===== config.mk =====
export PLATFORM = sky130hd
export DESIGN_NAME = status_indicator_controller
export DESIGN_NICKNAME = d
export VERILOG_FILES = /design/src/hw/status_ind_pkg.sv /design/src/hw/status_indicator_controller.sv
export SDC_FILE = /design/constraint.sdc
export NUM_CORES = 1
export LEC_CHECK = 0
export ABC_AREA = 1
export BUFFER_PORTS_ARGS = -buffer_cell sky130_fd_sc_hd__clkbuf_2
export CAP_MARGIN = 5
export CORE_MARGIN = 2
export CORE_UTILIZATION = 56
export CTS_CLUSTER_SIZE = 12
export DETAILED_ROUTE_END_ITERATION = 8
export PLACE_DENSITY_LB_ADDON = 0.2
export SETUP_SLACK_MARGIN = 0.2
export SLEW_MARGIN = 20
export SYNTH_ARGS = -nofsm -noshare
export SYNTH_HDL_FRONTEND = slang
export SYNTH_SLANG_ARGS = --single-unit

===== constraint.sdc =====
create_clock -name clk_i -period 4.65 [get_ports clk_i]
set_input_delay 0 -clock clk_i [delete_from_list [all_inputs] [get_ports clk_i]]
set_output_delay 0 -clock clk_i [all_outputs]
set_load 0.005 [all_outputs]

===== src/hw/status_ind_pkg.sv =====
// Package with timing constants and display states for the status indicator controller
package status_ind_pkg;
  // Clock rate in Hz
  localparam int unsigned CLK_HZ = 40000000;
  // Display blanking time in seconds
  localparam int unsigned BLANK_TIME_S = 60;
  // Blanking count in cycles, derived from time and clock rate
  localparam longint unsigned BLANK_CYCLES = longint'(BLANK_TIME_S) * longint'(CLK_HZ);
  // Blink half period in milliseconds
  localparam int unsigned BLINK_HALF_MS = 250;
  // Blink half period in cycles
  localparam longint unsigned BLINK_CYCLES = longint'(BLINK_HALF_MS) * longint'(CLK_HZ) / 1000;
  // Counter widths
  localparam int unsigned BLANK_W = 32;
  localparam int unsigned BLINK_W = 24;
  localparam int unsigned PAGE_W = 4;
  // Reset values
  localparam logic [PAGE_W-1:0] PAGE_RESET = 4'h0;
  // Display modes
  typedef enum logic [1:0] {disp_off, disp_summary, disp_detail} disp_state_type;
endpackage


===== src/hw/status_indicator_controller.sv =====
// Status LED and display paging controller for a safety scanner
`timescale 1ns/1ps
`default_nettype none

// Operation
// - Green ON when any output is ON
// - Red OFF steady on field interruption
// - Red OFF blinks on error
// - Yellow blinks while restart interlock triggered
// - Yellow steady while restart delay runs
// - Yellow steady when warning field interrupted
// - Network LED green while link up and no traffic
// - Network LED blinks yellow on traffic
// - During start-up OFF lit, ON dark
// - After start-up show operational status
// - Blank display after 60 s idle
// - Brief press wakes blanked display
// - Press while active after start-up shows details
// - Mark multiple pages, step per press
// - Indicators diagnostic only, no safety feedback
module status_indicator_controller
  import status_ind_pkg::*;
#(
  parameter logic [BLANK_W-1:0] BLANK_LIMIT = BLANK_W'(BLANK_CYCLES),
  parameter logic [BLINK_W-1:0] BLINK_LIMIT = BLINK_W'(BLINK_CYCLES)
)
(
  input wire logic clk_i,
  input wire logic rst_i,
  input wire logic any_output_on_i,
  input wire logic field_off_i,
  input wire logic error_off_i,
  input wire logic manual_reset_cfg_i,
  input wire logic interlock_i,
  input wire logic auto_restart_cfg_i,
  input wire logic restart_delay_i,
  input wire logic warning_field_i,
  input wire logic link_up_i,
  input wire logic traffic_i,
  input wire logic startup_done_i,
  input wire logic notify_i,
  input wire logic button_i,
  input wire logic [PAGE_W-1:0] page_count_i,
  output logic led_on_green_o,
  output logic led_off_red_o,
  output logic led_warn_yellow_o,
  output logic led_net_green_o,
  output logic led_net_yellow_o,
  output logic display_en_o,
  output logic detail_o,
  output logic more_pages_o,
  output logic [PAGE_W-1:0] page_o
);

  // Blink divider and phase
  logic [BLINK_W-1:0] blink_cnt;
  logic blink;
  // Button edge detection and press pulse
  logic button_q;
  logic press;
  // Previous event levels for timer restart
  logic field_q;
  logic notify_q;
  // Blanking timer
  logic [BLANK_W-1:0] blank_cnt;
  logic idle;
  // Display state
  disp_state_type state;

  // Press is a rising edge of the button; inputs are synchronous already
  assign press = button_i && !button_q;
  // Display may blank only when nothing is interrupted or pending
  assign idle = !field_off_i && !warning_field_i && !error_off_i && !notify_i;

  // Free running blink phase shared by all flashing LEDs
  always_ff @(posedge clk_i or posedge rst_i)
  begin
    if (rst_i)
    begin
      blink_cnt <= '0;
      blink <= 1'b0;
    end
    else if (blink_cnt >= BLINK_LIMIT - 1'b1)
    begin
      blink_cnt <= '0;
      blink <= !blink;
    end
    else
    begin
      blink_cnt <= blink_cnt + 1'b1;
    end
  end

  // Event history registers
  always_ff @(posedge clk_i or posedge rst_i)
  begin
    if (rst_i)
    begin
      button_q <= 1'b0;
      field_q <= 1'b0;
      notify_q <= 1'b0;
    end
    else
    begin
      button_q <= button_i;
      field_q <= field_off_i || warning_field_i;
      notify_q <= notify_i;
    end
  end

  // Blanking timer; counts only while idle
  always_ff @(posedge clk_i or posedge rst_i)
  begin
    if (rst_i)
    begin
      blank_cnt <= '0;
    end
    else if (press || ((field_off_i || warning_field_i) && !field_q) || (notify_i && !notify_q)
             || !idle || !startup_done_i)
    begin
      blank_cnt <= '0;
    end
    else if (blank_cnt != BLANK_LIMIT)
    begin
      blank_cnt <= blank_cnt + 1'b1;
    end
  end

  // Display state machine: off, summary, detail pages
  always_ff @(posedge clk_i or posedge rst_i)
  begin
    if (rst_i)
    begin
      state <= disp_summary;
      page_o <= PAGE_RESET;
    end
    else
    begin
      case (state)
        disp_off:
        begin
          if (press || !idle)
          begin
            state <= disp_summary;
          end
        end
        disp_summary:
        begin
          // show details; checked before blanking, so a press beats it in the same cycle
          if (press && startup_done_i)
          begin
            state <= disp_detail;
            page_o <= PAGE_RESET;
          end
          // blank after idle time, never while something is pending
          else if (startup_done_i && idle && blank_cnt == BLANK_LIMIT)
          begin
            state <= disp_off;
          end
        end
        disp_detail:
        begin
          // step to next page, wrap to summary after last
          if (press)
          begin
            if (page_o + 1'b1 >= page_count_i)
            begin
              state <= disp_summary;
              page_o <= PAGE_RESET;
            end
            else
            begin
              page_o <= page_o + 1'b1;
            end
          end
          // blank from the detail view too, only while idle
          else if (idle && blank_cnt == BLANK_LIMIT)
          begin
            state <= disp_off;
            page_o <= PAGE_RESET;
          end
        end
        default:
        begin
          state <= disp_summary;
        end
      endcase
    end
  end

  // Display outputs registered from the state
  always_ff @(posedge clk_i or posedge rst_i)
  begin
    if (rst_i)
    begin
      display_en_o <= 1'b0;
      detail_o <= 1'b0;
      more_pages_o <= 1'b0;
    end
    else
    begin
      display_en_o <= (state != disp_off);
      detail_o <= (state == disp_detail);
      more_pages_o <= (state == disp_detail) && (page_count_i > 4'h1);
    end
  end

  // Status LEDs; outputs only, nothing here feeds back into safety logic
  // diagnostic only
  always_ff @(posedge clk_i or posedge rst_i)
  begin
    if (rst_i)
    begin
      led_on_green_o <= 1'b0;
      led_off_red_o <= 1'b1;
      led_warn_yellow_o <= 1'b0;
      led_net_green_o <= 1'b0;
      led_net_yellow_o <= 1'b0;
    end
    else if (!startup_done_i)
    begin
      led_on_green_o <= 1'b0;
      led_off_red_o <= 1'b1;
      led_warn_yellow_o <= 1'b0;
      led_net_green_o <= 1'b0;
      led_net_yellow_o <= 1'b0;
    end
    else
    begin
      led_on_green_o <= any_output_on_i;
      // error blinks, taking precedence over steady red
      if (error_off_i)
      begin
        led_off_red_o <= blink;
      end
      else
      begin
        led_off_red_o <= field_off_i;
      end
      // interlock blinks; steady causes win since they are more urgent
      if ((auto_restart_cfg_i && restart_delay_i) || warning_field_i)
      begin
        led_warn_yellow_o <= 1'b1;
      end
      else
      begin
        led_warn_yellow_o <= manual_reset_cfg_i && interlock_i && blink;
      end
      led_net_green_o <= link_up_i && !traffic_i;
      led_net_yellow_o <= traffic_i && blink;
    end
  end

endmodule // status_indicator_controller

`default_nettype wire


# Word-level counts from Yosys, hierarchy flattened
# Cells that the tools add are included.
[op_classes]
n_addsub = 3
n_lt_le_gt_ge = 3
n_eq_ne = 9
n_mux = 22
n_reduce_logical = 40
[op_table]
columns = ["cell", "n"]
rows = [
  ["2-to-1 mux 32 bit", 2],
  ["adder 32 x 1 -> 32 bit (second input constant)", 1],
  ["equality test 32 bit (second input constant)", 1],
  ["inequality test 32 bit (second input constant)", 1],
  ["adder 24 x 1 -> 24 bit (second input constant)", 1],
  [">= comparator 24 bit (second input constant)", 1],
  ["2-to-1 mux 24 bit", 1],
  ["logical AND 1 bit", 16],
  ["2-to-1 mux 4 bit", 4],
  ["2-to-1 mux 2 bit", 6],
  ["zero test 1 bit", 11],
  ["inequality test 3 bit (second input constant)", 3],
  ["one-hot mux 4 bit (2 select lines)", 1],
  ["logical OR 1 bit", 7],
  ["2-to-1 mux 1 bit", 7],
  ["one-hot mux 2 bit (3 select lines)", 1],
  ["nonzero test 2 bit", 3],
  ["adder 4 x 1 -> 4 bit (second input constant)", 1],
  [">= comparator 4 bit", 1],
  ["> comparator 4 x 1 -> 1 bit (second input constant)", 1],
  ["inequality test 2 bit (second input constant)", 2],
  ["AND reduction 4 bit", 1],
  ["AND reduction 3 bit", 1],
  ["equality test 2 x 1 -> 1 bit (second input constant)", 1],
  ["other kinds (2)", 2],
]
[word_totals]
ff_bits = 74
in_bits = 19
wordCells = 93

# Logic depth before layout (Yosys ltp)
[logic_depth]
word_depth = 9
ltp_mapped = 12

# Least setup slack after synthesis
# Ideal clock, no wire load.
[synth_timing]
path_type = "reg2reg"
from = "reg page_o[0]"
to = "reg state[1]"
t_arrival_ps = 1705
t_required_ps = 4534
setup_slack_ps = 2828
stages_incl_launch_ff = 12
n_path_buf = 0
period_less_slack_ps = 1822
cell_sequence = "dfrtp_1 ha_1 xor2_1 ha_1 nand2_1 inv_1 nand2_1 nand4_1 nor2_1 a21oi_2 nand3_1 nand2_1"
[synth_via]
elab_chain_cells = 4
[synth_rtl]
columns = ["item", "line", "source"]
rows = [
  ["start, declared", "status_indicator_controller.sv:52", "output logic [PAGE_W-1:0] page_o"],
  ["start signal, assigned", "status_indicator_controller.sv:173", "page_o <= page_o + 1'b1;"],
  ["adder 4 x 1 -> 4 bit", "status_indicator_controller.sv:166", "if (page_o + 1'b1 >= page_count_i)"],
  [">= comparator 4 bit", "status_indicator_controller.sv:166", ""],
  ["inequality test 3 bit (no line)", "n/a", ""],
  ["AND reduction 4 bit (no line)", "n/a", ""],
  ["end signal, assigned", "status_indicator_controller.sv:168", "state <= disp_summary;"],
  ["end signal, assigned", "status_indicator_controller.sv:179", "state <= disp_off;"],
  ["end signal, assigned", "status_indicator_controller.sv:185", "state <= disp_summary;"],
  ["end, declared", "status_indicator_controller.sv:68", "disp_state_type state;"],
]
# Every way passes these cells.
# A chain may end at the register's enable or synchronous reset.

# Worst setup path after layout
[layout_timing]
from = "in error_off_i"
to = "reg blank_cnt[10]"
[layout_via]
elab_chain_cells = 7
[layout_rtl]
columns = ["item", "line", "source"]
rows = [
  ["start, declared", "status_indicator_controller.sv:32", "input wire logic error_off_i,"],
  ["zero test 1 bit *", "status_indicator_controller.sv:73", "assign idle = !field_off_i && !warning_field_i && !error_off_i && !notify_i;"],
  ["logical AND 1 bit * (2 in a row)", "status_indicator_controller.sv:73", ""],
  ["zero test 1 bit *", "status_indicator_controller.sv:119", "|| !idle || !startup_done_i)"],
  ["logical OR 1 bit * (2 in a row)", "status_indicator_controller.sv:119", ""],
  ["2-to-1 mux 32 bit or nonzero test 2 bit (tied branches)", "n/a", ""],
  ["end signal, assigned", "status_indicator_controller.sv:125", "blank_cnt <= blank_cnt + 1'b1;"],
  ["end, declared", "status_indicator_controller.sv:65", "logic [BLANK_W-1:0] blank_cnt;"],
]
# Mark *: on every way between the ends. The rest lies on a longest branch, timed or not.

==> results.sh <==
export IMPL_status="completed"
export IMPL_whs_path_depth=3
export IMPL_setup_viol=0
export IMPL_dp_hpwl_um=6339
export IMPL_start_kind="input port"
export IMPL_place_congestion=0.8798
export IMPL_min_to="led_net_yellow_o"
export IMPL_leakagePower_nw=2.117
export IMPL_vias=3517
export IMPL_chipWidth_um=89.67
export IMPL_min_from="startup_done_i"
export IMPL_track_usage=0.2309
export IMPL_clkSinkCount=72
export IMPL_antenna_cells=0
export IMPL_syn_instance_count=529
export IMPL_floorplan_die_height_um=89.67
export IMPL_clk_latency_ns=0.35
export IMPL_synth_area_leaders="dfrtp_1, nand2_1, nor2_1"
export IMPL_r2r_start="button_q"
export IMPL_power_mw=1.264
export IMPL_row_count=31
export IMPL_critPathRequiredTime_ns=4.90
export IMPL_synth_main_ff_cell="dfrtp_1"
export IMPL_drtIter0Drc=217
export IMPL_cpMaxStageDelayCell="nor3_2"
export IMPL_synth_cell_types=31
export IMPL_cts_tree="yes"
export IMPL_synth_async_reset_ratio=1.000
export IMPL_worst_pin_slew_ns=0.9225
export IMPL_timing_hold_ws_ns=0.02498
export IMPL_post_route_drc_count=0
export IMPL_synth_top_cell_area_share=0.4262
export IMPL_synth_edf_count=0
export IMPL_avgViaCountPerCell=5.142
export IMPL_yosysWarnings=0
export IMPL_cellPowerDensity_nw_per_um2=269.7
export IMPL_fin_worst_skew_ns=0.01489
export IMPL_synth_area_um2=4110
export IMPL_hold_class="input port to register"
export IMPL_final_antenna_net_count=0
export IMPL_ir_drop_mv=0.2149
export IMPL_clock_fmax_mhz=457.3
export IMPL_first_pass_iters=4
export IMPL_syn2layout_area_growth_pct=14.03
export IMPL_slew_headroom=0.3817
export IMPL_grt_pass1_vias=3211
export IMPL_r2r_slack_ns=2.54
export IMPL_hold_viol_final=0
export IMPL_wirelength_um=8667
export IMPL_port_buffers=30
export IMPL_syn_nets=559
export IMPL_clk_pin_slew_ns=0.07
export IMPL_clockBufferDepth=2
export IMPL_grt_max_degree=73
export IMPL_routedWlPerCell_um=12.67
export IMPL_cts_made_buffers=9
export IMPL_cp_cell_sequence="dlygate4sd3_1, clkbuf_2, nor2_1, nand2_1, nor3_2, inv_1, nor3_1"
export IMPL_period_minus_slack_ns=2.187
export IMPL_syn_avg_cell_area_um2=7.770
export IMPL_finalMaxSlewViolations=0
export IMPL_maxCapViolations=0
export IMPL_yosysSeqAreaShare=0.4390
export IMPL_htree_levels=3
export IMPL_rsz0062_at_grt="no"
export IMPL_post_route_util=0.6532
export IMPL_cp_arrival_ns=2.44
export IMPL_grt_pass1_wl_um=14170
export IMPL_grt_ovfl_total=0
export IMPL_dpl_instance_area_um2=4359
export IMPL_ioPinCount=31
export IMPL_final_nets=610
export IMPL_drive_gt1_frac=0.1231
export IMPL_end_kind="register"
export IMPL_crit_fanout=17
export IMPL_tns_ns=0
export IMPL_coreArea_um2=7176
export IMPL_initial_core_util=0.5728
export IMPL_synth_seq_cells=72
export IMPL_clockRootBuffer="clkbuf_8"
export IMPL_antenna_found_initial=0
export IMPL_critPathKind="input port to register"
export IMPL_fin_crit_sh=0.4703
export IMPL_max_stage_delay_ns=0.72
export IMPL_yosys_area_top_type="dfrtp_1"
export IMPL_reg2reg_depth=4
export IMPL_die_area_um2=8041
export IMPL_finalInstanceArea_um2=4687
export IMPL_reg2reg_to="blank_cnt[10]"
cell type report:
class | instances | area, um2
clock inverters | 5 | 56.30
fillers | 643 | 2489
clock buffers | 11 | 141.4
well taps | 99 | 123.9
flip-flops and latches | 72 | 1804
repair buffers | 44 | 287.8
multi-input cells | 380 | 1999
inverters | 73 | 274.0
routing by layer:
metal	share of wire	track usage	vias to the layer above
met5	0	0	-
met4	0.0096	0.05834	0
met3	0.027	0.05484	10
met2	0.52	0.4124	57
met1	0.45	0.2802	1661
li1	-	-	1789
placed cells by master (no fill, tap or decap), types with 2 or more instances in the layout:
master | synthesis | final
a21oi_1 | 23 | 23
a31oi_1 | 4 | 4
clkbuf_2 | 0 | 30
clkbuf_8 | 0 | 10
clkinv_2 | 0 | 2
dfrtp_1 | 70 | 70
dfstp_2 | 2 | 2
dlygate4sd3_1 | 0 | 13
ha_1 | 11 | 11
inv_1 | 73 | 72
nand2_1 | 110 | 110
nand2_2 | 3 | 3
nand3_1 | 19 | 19
nand3_2 | 3 | 3
nand4_1 | 18 | 18
nor2_1 | 85 | 85
nor2_2 | 5 | 5
nor2_4 | 4 | 4
nor3_1 | 28 | 28
nor3_2 | 2 | 2
nor3_4 | 2 | 2
nor4_1 | 2 | 2
o21ai_0 | 18 | 18
o21ai_1 | 4 | 4
xnor2_1 | 10 | 10
xor2_1 | 22 | 22
worst max-delay path: cells and delay by family:
family	cells	cell delay, ns
buf+inv	3	1.20
simple gates	4	1.23
sequential cells by signal, summed over array words and instances (netlist names):
name               cells
blink                  1
blink_cnt             24
page_o                 4
blank_cnt             32
led_net_green_o        1
led_net_yellow_o       1
led_warn_yellow_o      1
button_q               1
detail_o               1
state                  2
more_pages_o           1
display_en_o           1
led_off_red_o          1
led_on_green_o         1
stage by stage:
stage / setup WS [ns] / cells
after floorplan: 2.828 / 529
after global placement: 2.617 / 655
after detailed placement: 2.521 / 655
after CTS: 2.489 / 684
after global routing: 2.243 / 684
final: 2.463 / 684
synthesized netlist by cell type (2+ instances only):
master     n
a21oi_1   23
a31oi_1    4
buf_2      2
buf_6      2
dfrtp_1   70
dfstp_2    2
ha_1      11
inv_1     73
nand2_1  110
nand2_2    3
nand3_1   19
nand3_2    3
nand4_1   18
nor2_1    85
nor2_2     5
nor2_4     4
nor3_1    28
nor3_2     2
nor3_4     2
nor4_1     2
o21ai_0   18
o21ai_1    4
xnor2_1   10
xor2_1    22
power breakdown:
group	internal [mW]	total, mW	switching [mW]
Combinational	0.0451	0.117	0.0716
Sequential	0.643	0.651	0.00743
Clock	0.262	0.496	0.235
Total	0.950	1.26	0.314
timing repair:
item | 4_1_cts | 5_1_grt
hold endpoints to repair | 77 | 0
buffers inserted | 0 | 0
hold buffers | 13 | 0
gates resized for setup | 0 | 0
cells by family after synthesis:
| group | after synthesis | share of synthesized area |
|---|---|---|
| flip-flops | 72 | 0.4390 |
| XOR/XNOR | 32 | 0.06819 |
| AO/OA/AOI/OAI | 53 | 0.06971 |
| buffers and inverters | 77 | 0.07458 |
| adder cells (fa/ha/maj) | 11 | 0.03349 |
| AND/OR/NAND/NOR | 284 | 0.3151 |
worst max-delay path by stage:
stage	start	endpoint	slack (ns)	cells past startpoint
finish	error_off_i	blank_cnt[10]	2.46	7
detailed placement	button_q	blank_cnt[20]	2.52	4
global placement	button_q	blank_cnt[24]	2.62	4
CTS	error_off_i	blank_cnt[10]	2.49	7
global route	error_off_i	blank_cnt[20]	2.24	7
floorplan	rst_i	blank_cnt[0]	2.83	1
(Power assumes the default switching activity.)
